## src/logic/pcc_cfg.svh

```systemverilog
`ifndef PCC_CFG_SVH
`define PCC_CFG_SVH

// ----------------------------------------
// Register addresses
// ----------------------------------------
`define PCC_ADDR_PWM 8'hF7
`define PCC_ADDR_CLR 8'h9C
`define PCC_ADDR_MV_L0 8'hE9
`define PCC_ADDR_MV_H0 8'hEA
`define PCC_ADDR_MV_L1 8'hEB
`define PCC_ADDR_MV_H1 8'hEC
`define PCC_ADDR_MV_L2 8'hED
`define PCC_ADDR_MV_H2 8'hEE

// ----------------------------------------
// Field positions
// ----------------------------------------
`define PCC_BIT_BANK 7
`define PCC_BIT_WRAP_IE 6
`define PCC_BIT_WRAP_FLAG 5
`define PCC_BIT_POL 7

// ----------------------------------------
// Reset values and cycle masks
// ----------------------------------------
`define PCC_RST_BYTE 8'h00
`define PCC_RST_WORD 16'h0000
`define PCC_MASK_8 16'h00FF
`define PCC_MASK_9 16'h01FF
`define PCC_MASK_10 16'h03FF
`define PCC_MASK_11 16'h07FF
`define PCC_MASK_16 16'hFFFF

`endif

```

## src/logic/pcc_pkg.sv

```systemverilog
`default_nettype none
package pcc_pkg;
	// Counter and match value word
	typedef logic [15:0] pcc_word_t;
	// Bank reached at the match value addresses
	typedef enum logic [0:0] {
		PCC_BANK_CMP = 1'b0,
		PCC_BANK_RLD = 1'b1
	} pcc_bank_t;
endpackage
`default_nettype wire

```

## src/logic/pcc_clr_if.sv

```systemverilog
`timescale 1ns/1ns
`default_nettype none
// ----------------------------------------
// Control link to the comparator clear unit
// ----------------------------------------
interface pcc_clr_if;
	logic cmp_level; // Synchronised comparator result
	logic polarity; // Clearing edge select
	logic [2:0] enable; // Per-channel arm bits
	logic [2:0] cycle_start; // Per-channel cycle boundary
	logic [2:0] hold; // Per-channel forced-low state
	modport ctl (output cmp_level, output polarity, output enable, output cycle_start, input hold);
	modport clr (input cmp_level, input polarity, input enable, input cycle_start, output hold);
endinterface
`default_nettype wire

```

## src/logic/pcc_clr.sv

```systemverilog
`timescale 1ns/1ns
`default_nettype none
// ----------------------------------------
// Comparator clear unit
// ----------------------------------------
module pcc_clr (
	input wire logic clk,
	input wire logic rstn,
	input wire logic ce,
	pcc_clr_if.clr cif
);
	import pcc_pkg::*;

	logic cmp_prev_r; // Comparator level last cycle
	logic cmp_prev_nxt;
	logic [2:0] hold_r; // Channels held low
	logic [2:0] hold_nxt;
	logic fire; // Selected comparator edge

	// Edge pick and hold update
	always_comb begin
		cmp_prev_nxt = cif.cmp_level;
		// High-going edge or low-going edge
		fire = cif.polarity ? (cif.cmp_level & ~cmp_prev_r) : (~cif.cmp_level & cmp_prev_r);
		// New cycle releases, armed edge sets
		hold_nxt = (hold_r & ~cif.cycle_start) | (cif.enable & {3{fire}});
	end

	// State registers
	always_ff @(posedge clk) begin
		if (!rstn) begin
			cmp_prev_r <= 1'b0;
			hold_r <= 3'h0;
		end else if (ce) begin
			cmp_prev_r <= cmp_prev_nxt;
			hold_r <= hold_nxt;
		end
	end

	assign cif.hold = hold_r;
endmodule
`default_nettype wire

```

## src/logic/pcc_top.sv

```systemverilog
// Behaviour
// - Bank bit steers match-address reads and writes
// - Reload used only for 9-11 bit PWM
// - Flag with enable requests the interrupt
// - Flag sets on selected counter bit overflow
// - Flag set by hardware or software only
// - Length codes give 8 to 11 bits
// - Cycle length ignored by wide channels
// - Polarity bit picks clearing comparator edge
// - Per-channel enables arm comparator clear
// - Wide bit picks shared length or 16-bit
`timescale 1ns/1ns
`default_nettype none
`include "pcc_cfg.svh"
module pcc_top (
	input wire logic clk,
	input wire logic rstn,
	input wire logic ce,
	input wire logic [7:0] sfr_addr,
	input wire logic [7:0] sfr_wdata,
	input wire logic sfr_wr,
	input wire logic sfr_rd,
	output logic [7:0] sfr_rdata,
	input wire pcc_pkg::pcc_word_t array_main_counter,
	input wire logic counter_tick,
	input wire logic [2:0] pwm_mode,
	input wire logic [2:0] wide_mode_select,
	input wire logic cmp_result,
	output logic channel_out_0,
	output logic channel_out_1,
	output logic channel_out_2,
	output logic cycle_wrap_irq
);
	import pcc_pkg::*;

	// ----------------------------------------
	// Helpers
	// ----------------------------------------
	// Count mask for the channel's cycle length
	function automatic pcc_word_t len_mask(input logic wide, input logic [2:0] sel);
		pcc_word_t m;
		m = `PCC_MASK_8;
		if (wide) begin
			m = `PCC_MASK_16;
		end else begin
			case (sel)
				3'h0: m = `PCC_MASK_8;
				3'h1: m = `PCC_MASK_9;
				3'h2: m = `PCC_MASK_10;
				3'h3: m = `PCC_MASK_11;
				default: m = `PCC_MASK_8; // Reserved codes
			endcase
		end
		return m;
	endfunction

	// Match address decode: hit, channel, high byte
	function automatic logic [3:0] mv_dec(input logic [7:0] a);
		logic [3:0] d;
		d = 4'h0;
		case (a)
			`PCC_ADDR_MV_L0: d = 4'h8;
			`PCC_ADDR_MV_H0: d = 4'h9;
			`PCC_ADDR_MV_L1: d = 4'hA;
			`PCC_ADDR_MV_H1: d = 4'hB;
			`PCC_ADDR_MV_L2: d = 4'hC;
			`PCC_ADDR_MV_H2: d = 4'hD;
			default: d = 4'h0;
		endcase
		return d;
	endfunction

	// ----------------------------------------
	// Declarations
	// ----------------------------------------
	pcc_bank_t bank_r, bank_nxt; // Match address bank
	logic wrap_ie_r, wrap_ie_nxt; // Cycle wrap interrupt enable
	logic flag_r, flag_nxt; // Cycle wrap flag
	logic [2:0] cycle_length_select_r, cycle_length_select_nxt; // Cycle length select
	logic pol_r, pol_nxt; // Comparator clear polarity
	logic [2:0] cpe_r, cpe_nxt; // Comparator clear enables
	pcc_word_t match_r [3]; // Compare values
	pcc_word_t match_nxt [3];
	pcc_word_t reload_r [3]; // Auto-reload values
	pcc_word_t reload_nxt [3];
	logic [7:0] rdata_r, rdata_nxt; // Read data
	logic irq_r, irq_nxt; // Interrupt request
	logic [2:0] out_r, out_nxt; // Channel outputs
	logic cmp_s1_r, cmp_s2_r; // Comparator synchroniser
	logic [3:0] dec; // Match address decode
	logic wr_pwm, wr_clr; // Register write strobes
	logic wrap_evt; // Shared cycle overflow
	logic [2:0] cyc_start; // Per-channel cycle boundary
	pcc_word_t ch_mask [3]; // Per-channel count mask

	pcc_clr_if cif ();

	// ----------------------------------------
	// Decode and cycle events
	// ----------------------------------------
	always_comb begin
		dec = mv_dec(sfr_addr);
		wr_pwm = sfr_wr && (sfr_addr == `PCC_ADDR_PWM);
		wr_clr = sfr_wr && (sfr_addr == `PCC_ADDR_CLR);
		// Selected counter bit overflows on this tick
		wrap_evt = counter_tick && ((array_main_counter & len_mask(1'b0, cycle_length_select_r)) == len_mask(1'b0, cycle_length_select_r));
		for (int i = 0; i < 3; i++) begin
			ch_mask[i] = len_mask(wide_mode_select[i], cycle_length_select_r);
			cyc_start[i] = counter_tick && ((array_main_counter & ch_mask[i]) == ch_mask[i]);
		end
	end

	// ----------------------------------------
	// Configuration registers, next values
	// ----------------------------------------
	always_comb begin
		bank_nxt = bank_r;
		wrap_ie_nxt = wrap_ie_r;
		cycle_length_select_nxt = cycle_length_select_r;
		pol_nxt = pol_r;
		cpe_nxt = cpe_r;
		flag_nxt = flag_r;
		// Reserved bits are not stored
		if (wr_pwm) begin
			bank_nxt = pcc_bank_t'(sfr_wdata[`PCC_BIT_BANK]);
			wrap_ie_nxt = sfr_wdata[`PCC_BIT_WRAP_IE];
			cycle_length_select_nxt = sfr_wdata[2:0];
			flag_nxt = sfr_wdata[`PCC_BIT_WRAP_FLAG];
		end
		if (wr_clr) begin
			pol_nxt = sfr_wdata[`PCC_BIT_POL];
			cpe_nxt = sfr_wdata[2:0];
		end
		// Hardware only sets, and wins over a write of 0
		if (wrap_evt) begin
			flag_nxt = 1'b1;
		end
		irq_nxt = flag_r && wrap_ie_r;
	end

	// ----------------------------------------
	// Match and reload banks, next values
	// ----------------------------------------
	always_comb begin
		for (int i = 0; i < 3; i++) begin
			match_nxt[i] = match_r[i];
			reload_nxt[i] = reload_r[i];
			// Reload only for PWM with 9 to 11 bit cycle
			if (cyc_start[i] && pwm_mode[i] && !wide_mode_select[i] && cycle_length_select_r != 3'h0 && !cycle_length_select_r[2]) begin
				match_nxt[i] = reload_r[i];
			end
		end
		// Software access goes to the selected bank
		if (sfr_wr && dec[3]) begin
			if (bank_r == PCC_BANK_RLD) begin
				if (dec[0]) reload_nxt[dec[2:1]][15:8] = sfr_wdata;
				else reload_nxt[dec[2:1]][7:0] = sfr_wdata;
			end else begin
				if (dec[0]) match_nxt[dec[2:1]][15:8] = sfr_wdata;
				else match_nxt[dec[2:1]][7:0] = sfr_wdata;
			end
		end
	end

	// ----------------------------------------
	// Read data and outputs, next values
	// ----------------------------------------
	always_comb begin
		rdata_nxt = rdata_r;
		if (sfr_rd) begin
			rdata_nxt = `PCC_RST_BYTE; // Unmapped reads zero
			if (sfr_addr == `PCC_ADDR_PWM) begin
				rdata_nxt = {bank_r, wrap_ie_r, flag_r, 2'b00, cycle_length_select_r};
			end else if (sfr_addr == `PCC_ADDR_CLR) begin
				rdata_nxt = {pol_r, 4'h0, cpe_r};
			end else if (dec[3]) begin
				if (bank_r == PCC_BANK_RLD) begin
					rdata_nxt = dec[0] ? reload_r[dec[2:1]][15:8] : reload_r[dec[2:1]][7:0];
				end else begin
					rdata_nxt = dec[0] ? match_r[dec[2:1]][15:8] : match_r[dec[2:1]][7:0];
				end
			end
		end
		// High while count below match, forced low by clear
		for (int i = 0; i < 3; i++) begin
			out_nxt[i] = pwm_mode[i] && !cif.hold[i] &&
				((array_main_counter & ch_mask[i]) < (match_r[i] & ch_mask[i]));
		end
	end

	// ----------------------------------------
	// State registers
	// ----------------------------------------
	always_ff @(posedge clk) begin
		if (!rstn) begin
			bank_r <= PCC_BANK_CMP;
			wrap_ie_r <= 1'b0;
			flag_r <= 1'b0;
			cycle_length_select_r <= 3'h0;
			pol_r <= 1'b0;
			cpe_r <= 3'h0;
			rdata_r <= `PCC_RST_BYTE;
			irq_r <= 1'b0;
			out_r <= 3'h0;
			cmp_s1_r <= 1'b0;
			cmp_s2_r <= 1'b0;
			for (int i = 0; i < 3; i++) begin
				match_r[i] <= `PCC_RST_WORD;
				reload_r[i] <= `PCC_RST_WORD;
			end
		end else if (ce) begin
			bank_r <= bank_nxt;
			wrap_ie_r <= wrap_ie_nxt;
			flag_r <= flag_nxt;
			cycle_length_select_r <= cycle_length_select_nxt;
			pol_r <= pol_nxt;
			cpe_r <= cpe_nxt;
			rdata_r <= rdata_nxt;
			irq_r <= irq_nxt;
			out_r <= out_nxt;
			cmp_s1_r <= cmp_result;
			cmp_s2_r <= cmp_s1_r;
			for (int i = 0; i < 3; i++) begin
				match_r[i] <= match_nxt[i];
				reload_r[i] <= reload_nxt[i];
			end
		end
	end

	// ----------------------------------------
	// Comparator clear unit
	// ----------------------------------------
	assign cif.cmp_level = cmp_s2_r;
	assign cif.polarity = pol_r;
	assign cif.enable = cpe_r;
	assign cif.cycle_start = cyc_start;

	pcc_clr u_clr (
		.clk(clk),
		.rstn(rstn),
		.ce(ce),
		.cif(cif)
	);

	assign sfr_rdata = rdata_r;
	assign cycle_wrap_irq = irq_r;
	assign channel_out_0 = out_r[0];
	assign channel_out_1 = out_r[1];
	assign channel_out_2 = out_r[2];
endmodule
`default_nettype wire

```

## config.mk

```make
export PLATFORM = sky130hd
export DESIGN_NAME = pcc_top
export DESIGN_NICKNAME = d
export VERILOG_FILES = /design/src/logic/pcc_pkg.sv /design/src/logic/pcc_clr_if.sv /design/src/logic/pcc_clr.sv /design/src/logic/pcc_top.sv
export VERILOG_INCLUDE_DIRS = /design/src /design/src/logic
export SDC_FILE = /design/constraint.sdc
export NUM_CORES = 1
export LEC_CHECK = 0
export BUFFER_PORTS_ARGS = -buffer_cell sky130_fd_sc_hd__clkbuf_2
export CAP_MARGIN = 20
export CORE_MARGIN = 2
export CORE_UTILIZATION = 55
export DETAILED_ROUTE_END_ITERATION = 8
export PLACE_DENSITY = 0.79
export SYNTH_ARGS = -nofsm -noshare
export SYNTH_HDL_FRONTEND = slang
export SYNTH_SLANG_ARGS = --single-unit
```

## constraint.sdc

```tcl
create_clock -name clk -period 2.5 [get_ports clk]
set_clock_uncertainty 0.1 [all_clocks]
set_input_delay 0.375 -clock clk [delete_from_list [all_inputs] [get_ports clk]]
set_output_delay 0.375 -clock clk [all_outputs]
set_load 0.03 [all_outputs]
```

# After elaboration in Yosys (flattened, before gate mapping)
# Memory sizes are Yosys's and may differ from the RTL's.
# Index checks and enable logic that the tools add are counted.
dict set report word_totals {
  word_cells 138
  in_bits 45
  n_memories 2
  register_bits 28
  output_inout_bits 12
  ram_bits 96
}
# name words word_bits rd rd_clocked_by_memory_dff wr line
set memory_table {}
lappend memory_table {match_r 3 16 4 0 3 pcc_top.sv:82} ;# pcc_word_t match_r [3];
lappend memory_table {reload_r 3 16 4 0 3 pcc_top.sv:84} ;# pcc_word_t reload_r [3];
dict set report op_classes {
  n_mux 41
  magnitude_cmp 5
  eq_ne 15
  bitwise_logic 22
  n_reduce_logical 40
}
# cell count
set ops {}
lappend ops {{$mux W48} 6}
lappend ops {{$mux W16} 13}
lappend ops {{$bwmux W48} 4}
lappend ops {{$and A16 B16 Y16} 7}
lappend ops {{$demux W16 S2} 2}
lappend ops {{$eq A16 B16 Y1} 4}
lappend ops {{$eq A8 B8 Y1 const B} 8}
lappend ops {{$mux W8} 7}
lappend ops {{$lt A16 B16 Y1} 3}
lappend ops {{$pmux W11 S3} 1}
lappend ops {{$logic_and A1 B1 Y1} 27}
lappend ops {{$pmux W4 S6} 1}
lappend ops {{$reduce_and A2 Y1} 4}
lappend ops {{$logic_not A1 Y1} 7}
lappend ops {{$mux W1} 7}
lappend ops {{$and A3 B3 Y3} 2}
lappend ops {{$eq A3 B2 Y1 const B} 2}
lappend ops {{$or A1 B1 Y1} 6}
lappend ops {{$eq A3 B1 Y1 const B} 1}
lappend ops {{$ge A3 B3 Y1 const B} 1}
lappend ops {{$lt A3 B1 Y1 const B} 1}
lappend ops {{$not A2 Y3} 1}
lappend ops {{$not A3 Y3} 1}
lappend ops {{$or A3 B3 Y3} 1}
lappend ops {{other kinds (4)} 6}

# Logic depth before layout (Yosys ltp)
dict set report logic_depth {
  word_depth 16
  depth_mapped 11
  mapped_depth_nobuf 10
}

# Hierarchy
# A second synthesis with hierarchy kept.
dict set report hier_totals {
  hier_cells 993
  hier_area_um2 9200.1
}
# module n_inst seq_area_each_um2 cells_each area_per_inst_um2
set by_module_without_submodules {}
lappend by_module_without_submodules {pcc_top 1 3363.2 977 9033.7}
lappend by_module_without_submodules {pcc_clr 1 80.1 16 166.4}

# Worst setup path before layout
# OpenSTA, ideal clock, no wires.
dict set report synth_path {
  path_type {in2reg}
  from {input port sfr_addr[2]}
  to {memory reload_r[0][0] (netlist name) (enable)}
  path_slack_ps -263
  arrival_time_ps 2255
  setup_ps 408
  n_path_buf 1
  required_time_ps 1992
  path_stages 5
  cell_sequence {buf_2 and3_1 o21bai_1 nor2_1 a41o_1}
}
# element line
set synth_rtl {}
lappend synth_rtl {{start, declared} pcc_top.sv:19} ;# input wire logic [7:0] sfr_addr,
lappend synth_rtl {{end, declared} pcc_top.sv:84}

# Worst setup path after layout
dict set report layout_path {
  from {register cycle_length_select_r[2]}
  to {register out_r[0]}
}
dict set report layout_via {
  elab_chain_len 6
  elab_cells_between_ends 9
  classes_between {order compare (1); eq/ne (3); mux (2); bitwise (2); reduce/logical (1)}
}
# element line
set layout_rtl {}
lappend layout_rtl {{start, declared} pcc_top.sv:79} ;# logic [2:0] cycle_length_select_r, cycle_length_select_nxt;
lappend layout_rtl {{start signal, assigned} pcc_top.sv:215} ;# cycle_length_select_r <= cycle_length_select_nxt;
lappend layout_rtl {{$eq A3 B2 Y1 / $eq A3 B1 Y1 (equally long branches)} pcc_top.sv:46} ;# case (sel)
lappend layout_rtl {{$pmux W11 S3 (*)} pcc_top.sv:46}
lappend layout_rtl {{$mux W16 (*)} pcc_top.sv:43} ;# if (wide) begin
lappend layout_rtl {{$and A16 B16 Y16} pcc_top.sv:187} ;# ((array_main_counter & ch_mask[i]) < (match_r[i] & ch_mask[i]));
lappend layout_rtl {{$lt A16 B16 Y1 (*)} pcc_top.sv:187}
lappend layout_rtl {{$logic_and A1 B1 Y1 (*)} pcc_top.sv:186} ;# out_nxt[i] = pwm_mode[i] && !cif.hold[i] &&
lappend layout_rtl {{end signal, assigned} pcc_top.sv:220} ;# out_r <= out_nxt;
lappend layout_rtl {{end, declared} pcc_top.sv:88} ;# logic [2:0] out_r, out_nxt;
# Every way passes the cells marked *; elsewhere a longest branch is shown, timed or not.
# A chain may end at the register's enable or synchronous reset.

==> flow_summary.toml <==
[status]
outcome = "finished clean"

[worst_setup_path]
required_ns = 2.72
cp_max_fo = 9
slowest_stage = "dfxtp_1"
cp-start-kind = "register"
crit-reg2reg-launch = "cycle_length_select_r[2]"
crit_chain = "and3b_4, nor2_4, nor2b_1, ha_1, nand4_1, nor3_1, nor2_1, a21oi_1, a211oi_1, a21o_1"
crit_start = "cycle_length_select_r[2]"
end_kind = "register"
criticalPathCategory = "register to register"
rrSetupSlack_ns = 0.20
critPathArrivalTime_ns = 2.52
max_stage_delay_ns = 0.53

[power_and_ir_drop]
p_total_w = 0.00554
ir_drop_uv = 512
leakagePower_nw = 3.73
pwr_density_cell_nw_per_um2 = 561

[yosys]
synth_edf_count = 96
synth_compound_area_frac = 0.205
synth-xor-area-share = 0
synth_top_family_by_area = "compound AO/OA/AOI/OAI gates"
synth_nets = 1063
ys_types = 71
syn-mean-instance-area_um2 = 9.00
synthMuxAreaShare = 0.111
synthAdderAreaFrac = 0.0643
yosysWarnings = 0
synth_area_um2 = 8750
synth-simple-area-share = 0.180
ys_seq_elements = 124
syn_inst = 973
synth-main-ff-cell = "edfxtp_1"
ys_async_sr_fraction = 0
seq_area_frac_synth = 0.393

[route]
wl_per_cell_um = 22.5
drt_drc_violations_left = 0
drt-initial-drc-count = 1200
viasPerCell = 6.48
vias = 8054
ant_nets = 0
wirelength_mm = 28.0
first_pass_iters = 6

[timing]
slew_viol_final = 0
tns_ns = 0
fmax_mhz = 434
period_minus_slack_ns = 2.30
finalSetupViolations = 0
period_share = 0.921
slew_headroom = 0.541
hold_viol_final = 0
grt_setup_unrepaired = "no"
fin_hold_ws_ns = 0.121
tightest_slew_ns = 0.688

[placed_design]
dp_hpwl_mm = 20.2
port_buffers = 56
place_congestion = 1.03

[hold_path]
hp-class = "input port to register"
worstHoldStart = "cmp_result"

[global_routing]
first_global_vias = 7223
gr-total-overflow = 0
grt_usage = 0.337
grt_pass1_wl_mm = 42.2
grt_max_degree = 60
antenna_found_initial = 0

[clocking]
numCtsBuffers = 17
clk_pin_slew_ns = 0.06
post_cts_buffers = 0
root_buffer = "clkbuf_16"
cts-hold-fix-buffers = 0
clock_latency_ns = 0.43
cts_tree = "built"
htree_levels = 4
cts_max_path_buffers = 2
clkSinkCount = 124

[cells_and_area]
num_antenna_cells = 0
drive_above_1_share = 0.139
finalNetCount = 1103
area_delta_synth_final_pct = 12.8

[flow_run]
maxCapViolCount = 0

[floorplan]
dieArea_um2 = 16900
core-area_um2 = 15700
die_h_um = 130
initial_utilization = 0.557
std_cell_rows = 46
dieWidth_um = 130
io-pin-count = 57
==> per-layer routing <==
layer  up-vias  track usage  routed length, µm
met5         -            0                  0
met2       563        0.486              11900
met3        96       0.0804               3370
li1       3665            -                  -
met1      3730        0.473              11400
met4         0        0.171               1300
==> area by class of cell <==
class                   instances  area, µm²
fillers                      1352       5840
multi-input cells             751       4910
clock inverters                 9       55.1
inverters                      29        109
flip-flops and latches        124       3440
well taps                     216        270
clock buffers                  23        505
repair buffers                 90        586
==> final timing paths <==
kind                    to  cells after the start
hold / removal    cmp_s1_r                      3
setup reg to reg  out_r[0]                     10
hold reg to reg   out_r[0]                      1
setup / recovery  out_r[0]                     10
==> stage by stage <==
stage	instance area [µm²]	setup WS, ns	util	std cells
floorplan	8750	0.233	-	973
global placement	9310	0.162	0.593	1210
detailed placement	9310	0.111	0.593	1210
CTS	9870	0.166	0.628	1242
global route	9880	0.0136	0.629	1242
finish	9880	0.198	0.629	1242
==> timing repair <==
item | in CTS | in global routing
gates resized for setup | 0 | 1
endpoints found under the setup margin | 0 | 1
endpoints found under the hold margin | 0 | 0
==> placed cells by master, fill, tap and decap left out, drive strengths merged, types with 18 or more instances in the layout <==
cell type | Yosys | final
a21oi | 84 | 84
dfxtp | 28 | 28
o21ai | 108 | 108
and2 | 19 | 19
a22oi | 18 | 18
inv | 28 | 32
ha | 45 | 45
nor3 | 19 | 19
nand2 | 115 | 115
edfxtp | 96 | 96
nor2 | 74 | 74
mux2i | 91 | 91
buf | 21 | 34
nor2b | 21 | 21
clkbuf | 48 | 79
==> kinds of logic after synthesis <==
kind of cell	count (synthesis)
simple gates	314
buf+inv	98
flops	124
fa+ha+maj	45
mux	96
compound gates	296
==> power by group <==
group          internal [W]  switching [W]
logic              0.000268       0.000451
clock network       0.00142       0.000932
registers           0.00233       0.000131
==> critical path, delay by kind of cell, from the launching register on <==
family,cells,cell delay [ns]
AOI/OAI and AO/OA,3,0.36
adders and majority gates,1,0.28
DFF,1,0.53
and+or+nand+nor,6,0.92
==> state kept, by name (all words and copies together) (netlist names) <==
signal and flops:
match_r 48, reload_r 48, sfr_rdata 8, cif.enable 3
cycle_length_select_r 3, out_r 3, u_clr.cif.hold 3, bank_r 1
cif.cmp_level 1, cif.polarity 1, cmp_s1_r 1, cycle_wrap_irq 1
flag_r 1, u_clr.cmp_prev_r 1, wrap_ie_r 1
==> synth_stat cells, drive strengths merged (18+ instances only) <==
master | n | area (µm²)
nor3 | 19 | 111
nand2 | 115 | 444
buf | 21 | 121
inv | 28 | 105
nor2b | 21 | 131
o21ai | 108 | 548
a21oi | 84 | 432
mux2i | 91 | 911
edfxtp | 96 | 2880
and2 | 19 | 119
nor2 | 74 | 290
a22oi | 18 | 135
dfxtp | 28 | 561
ha | 45 | 563
clkbuf | 48 | 180
Power figures use the tool's default switching activity.
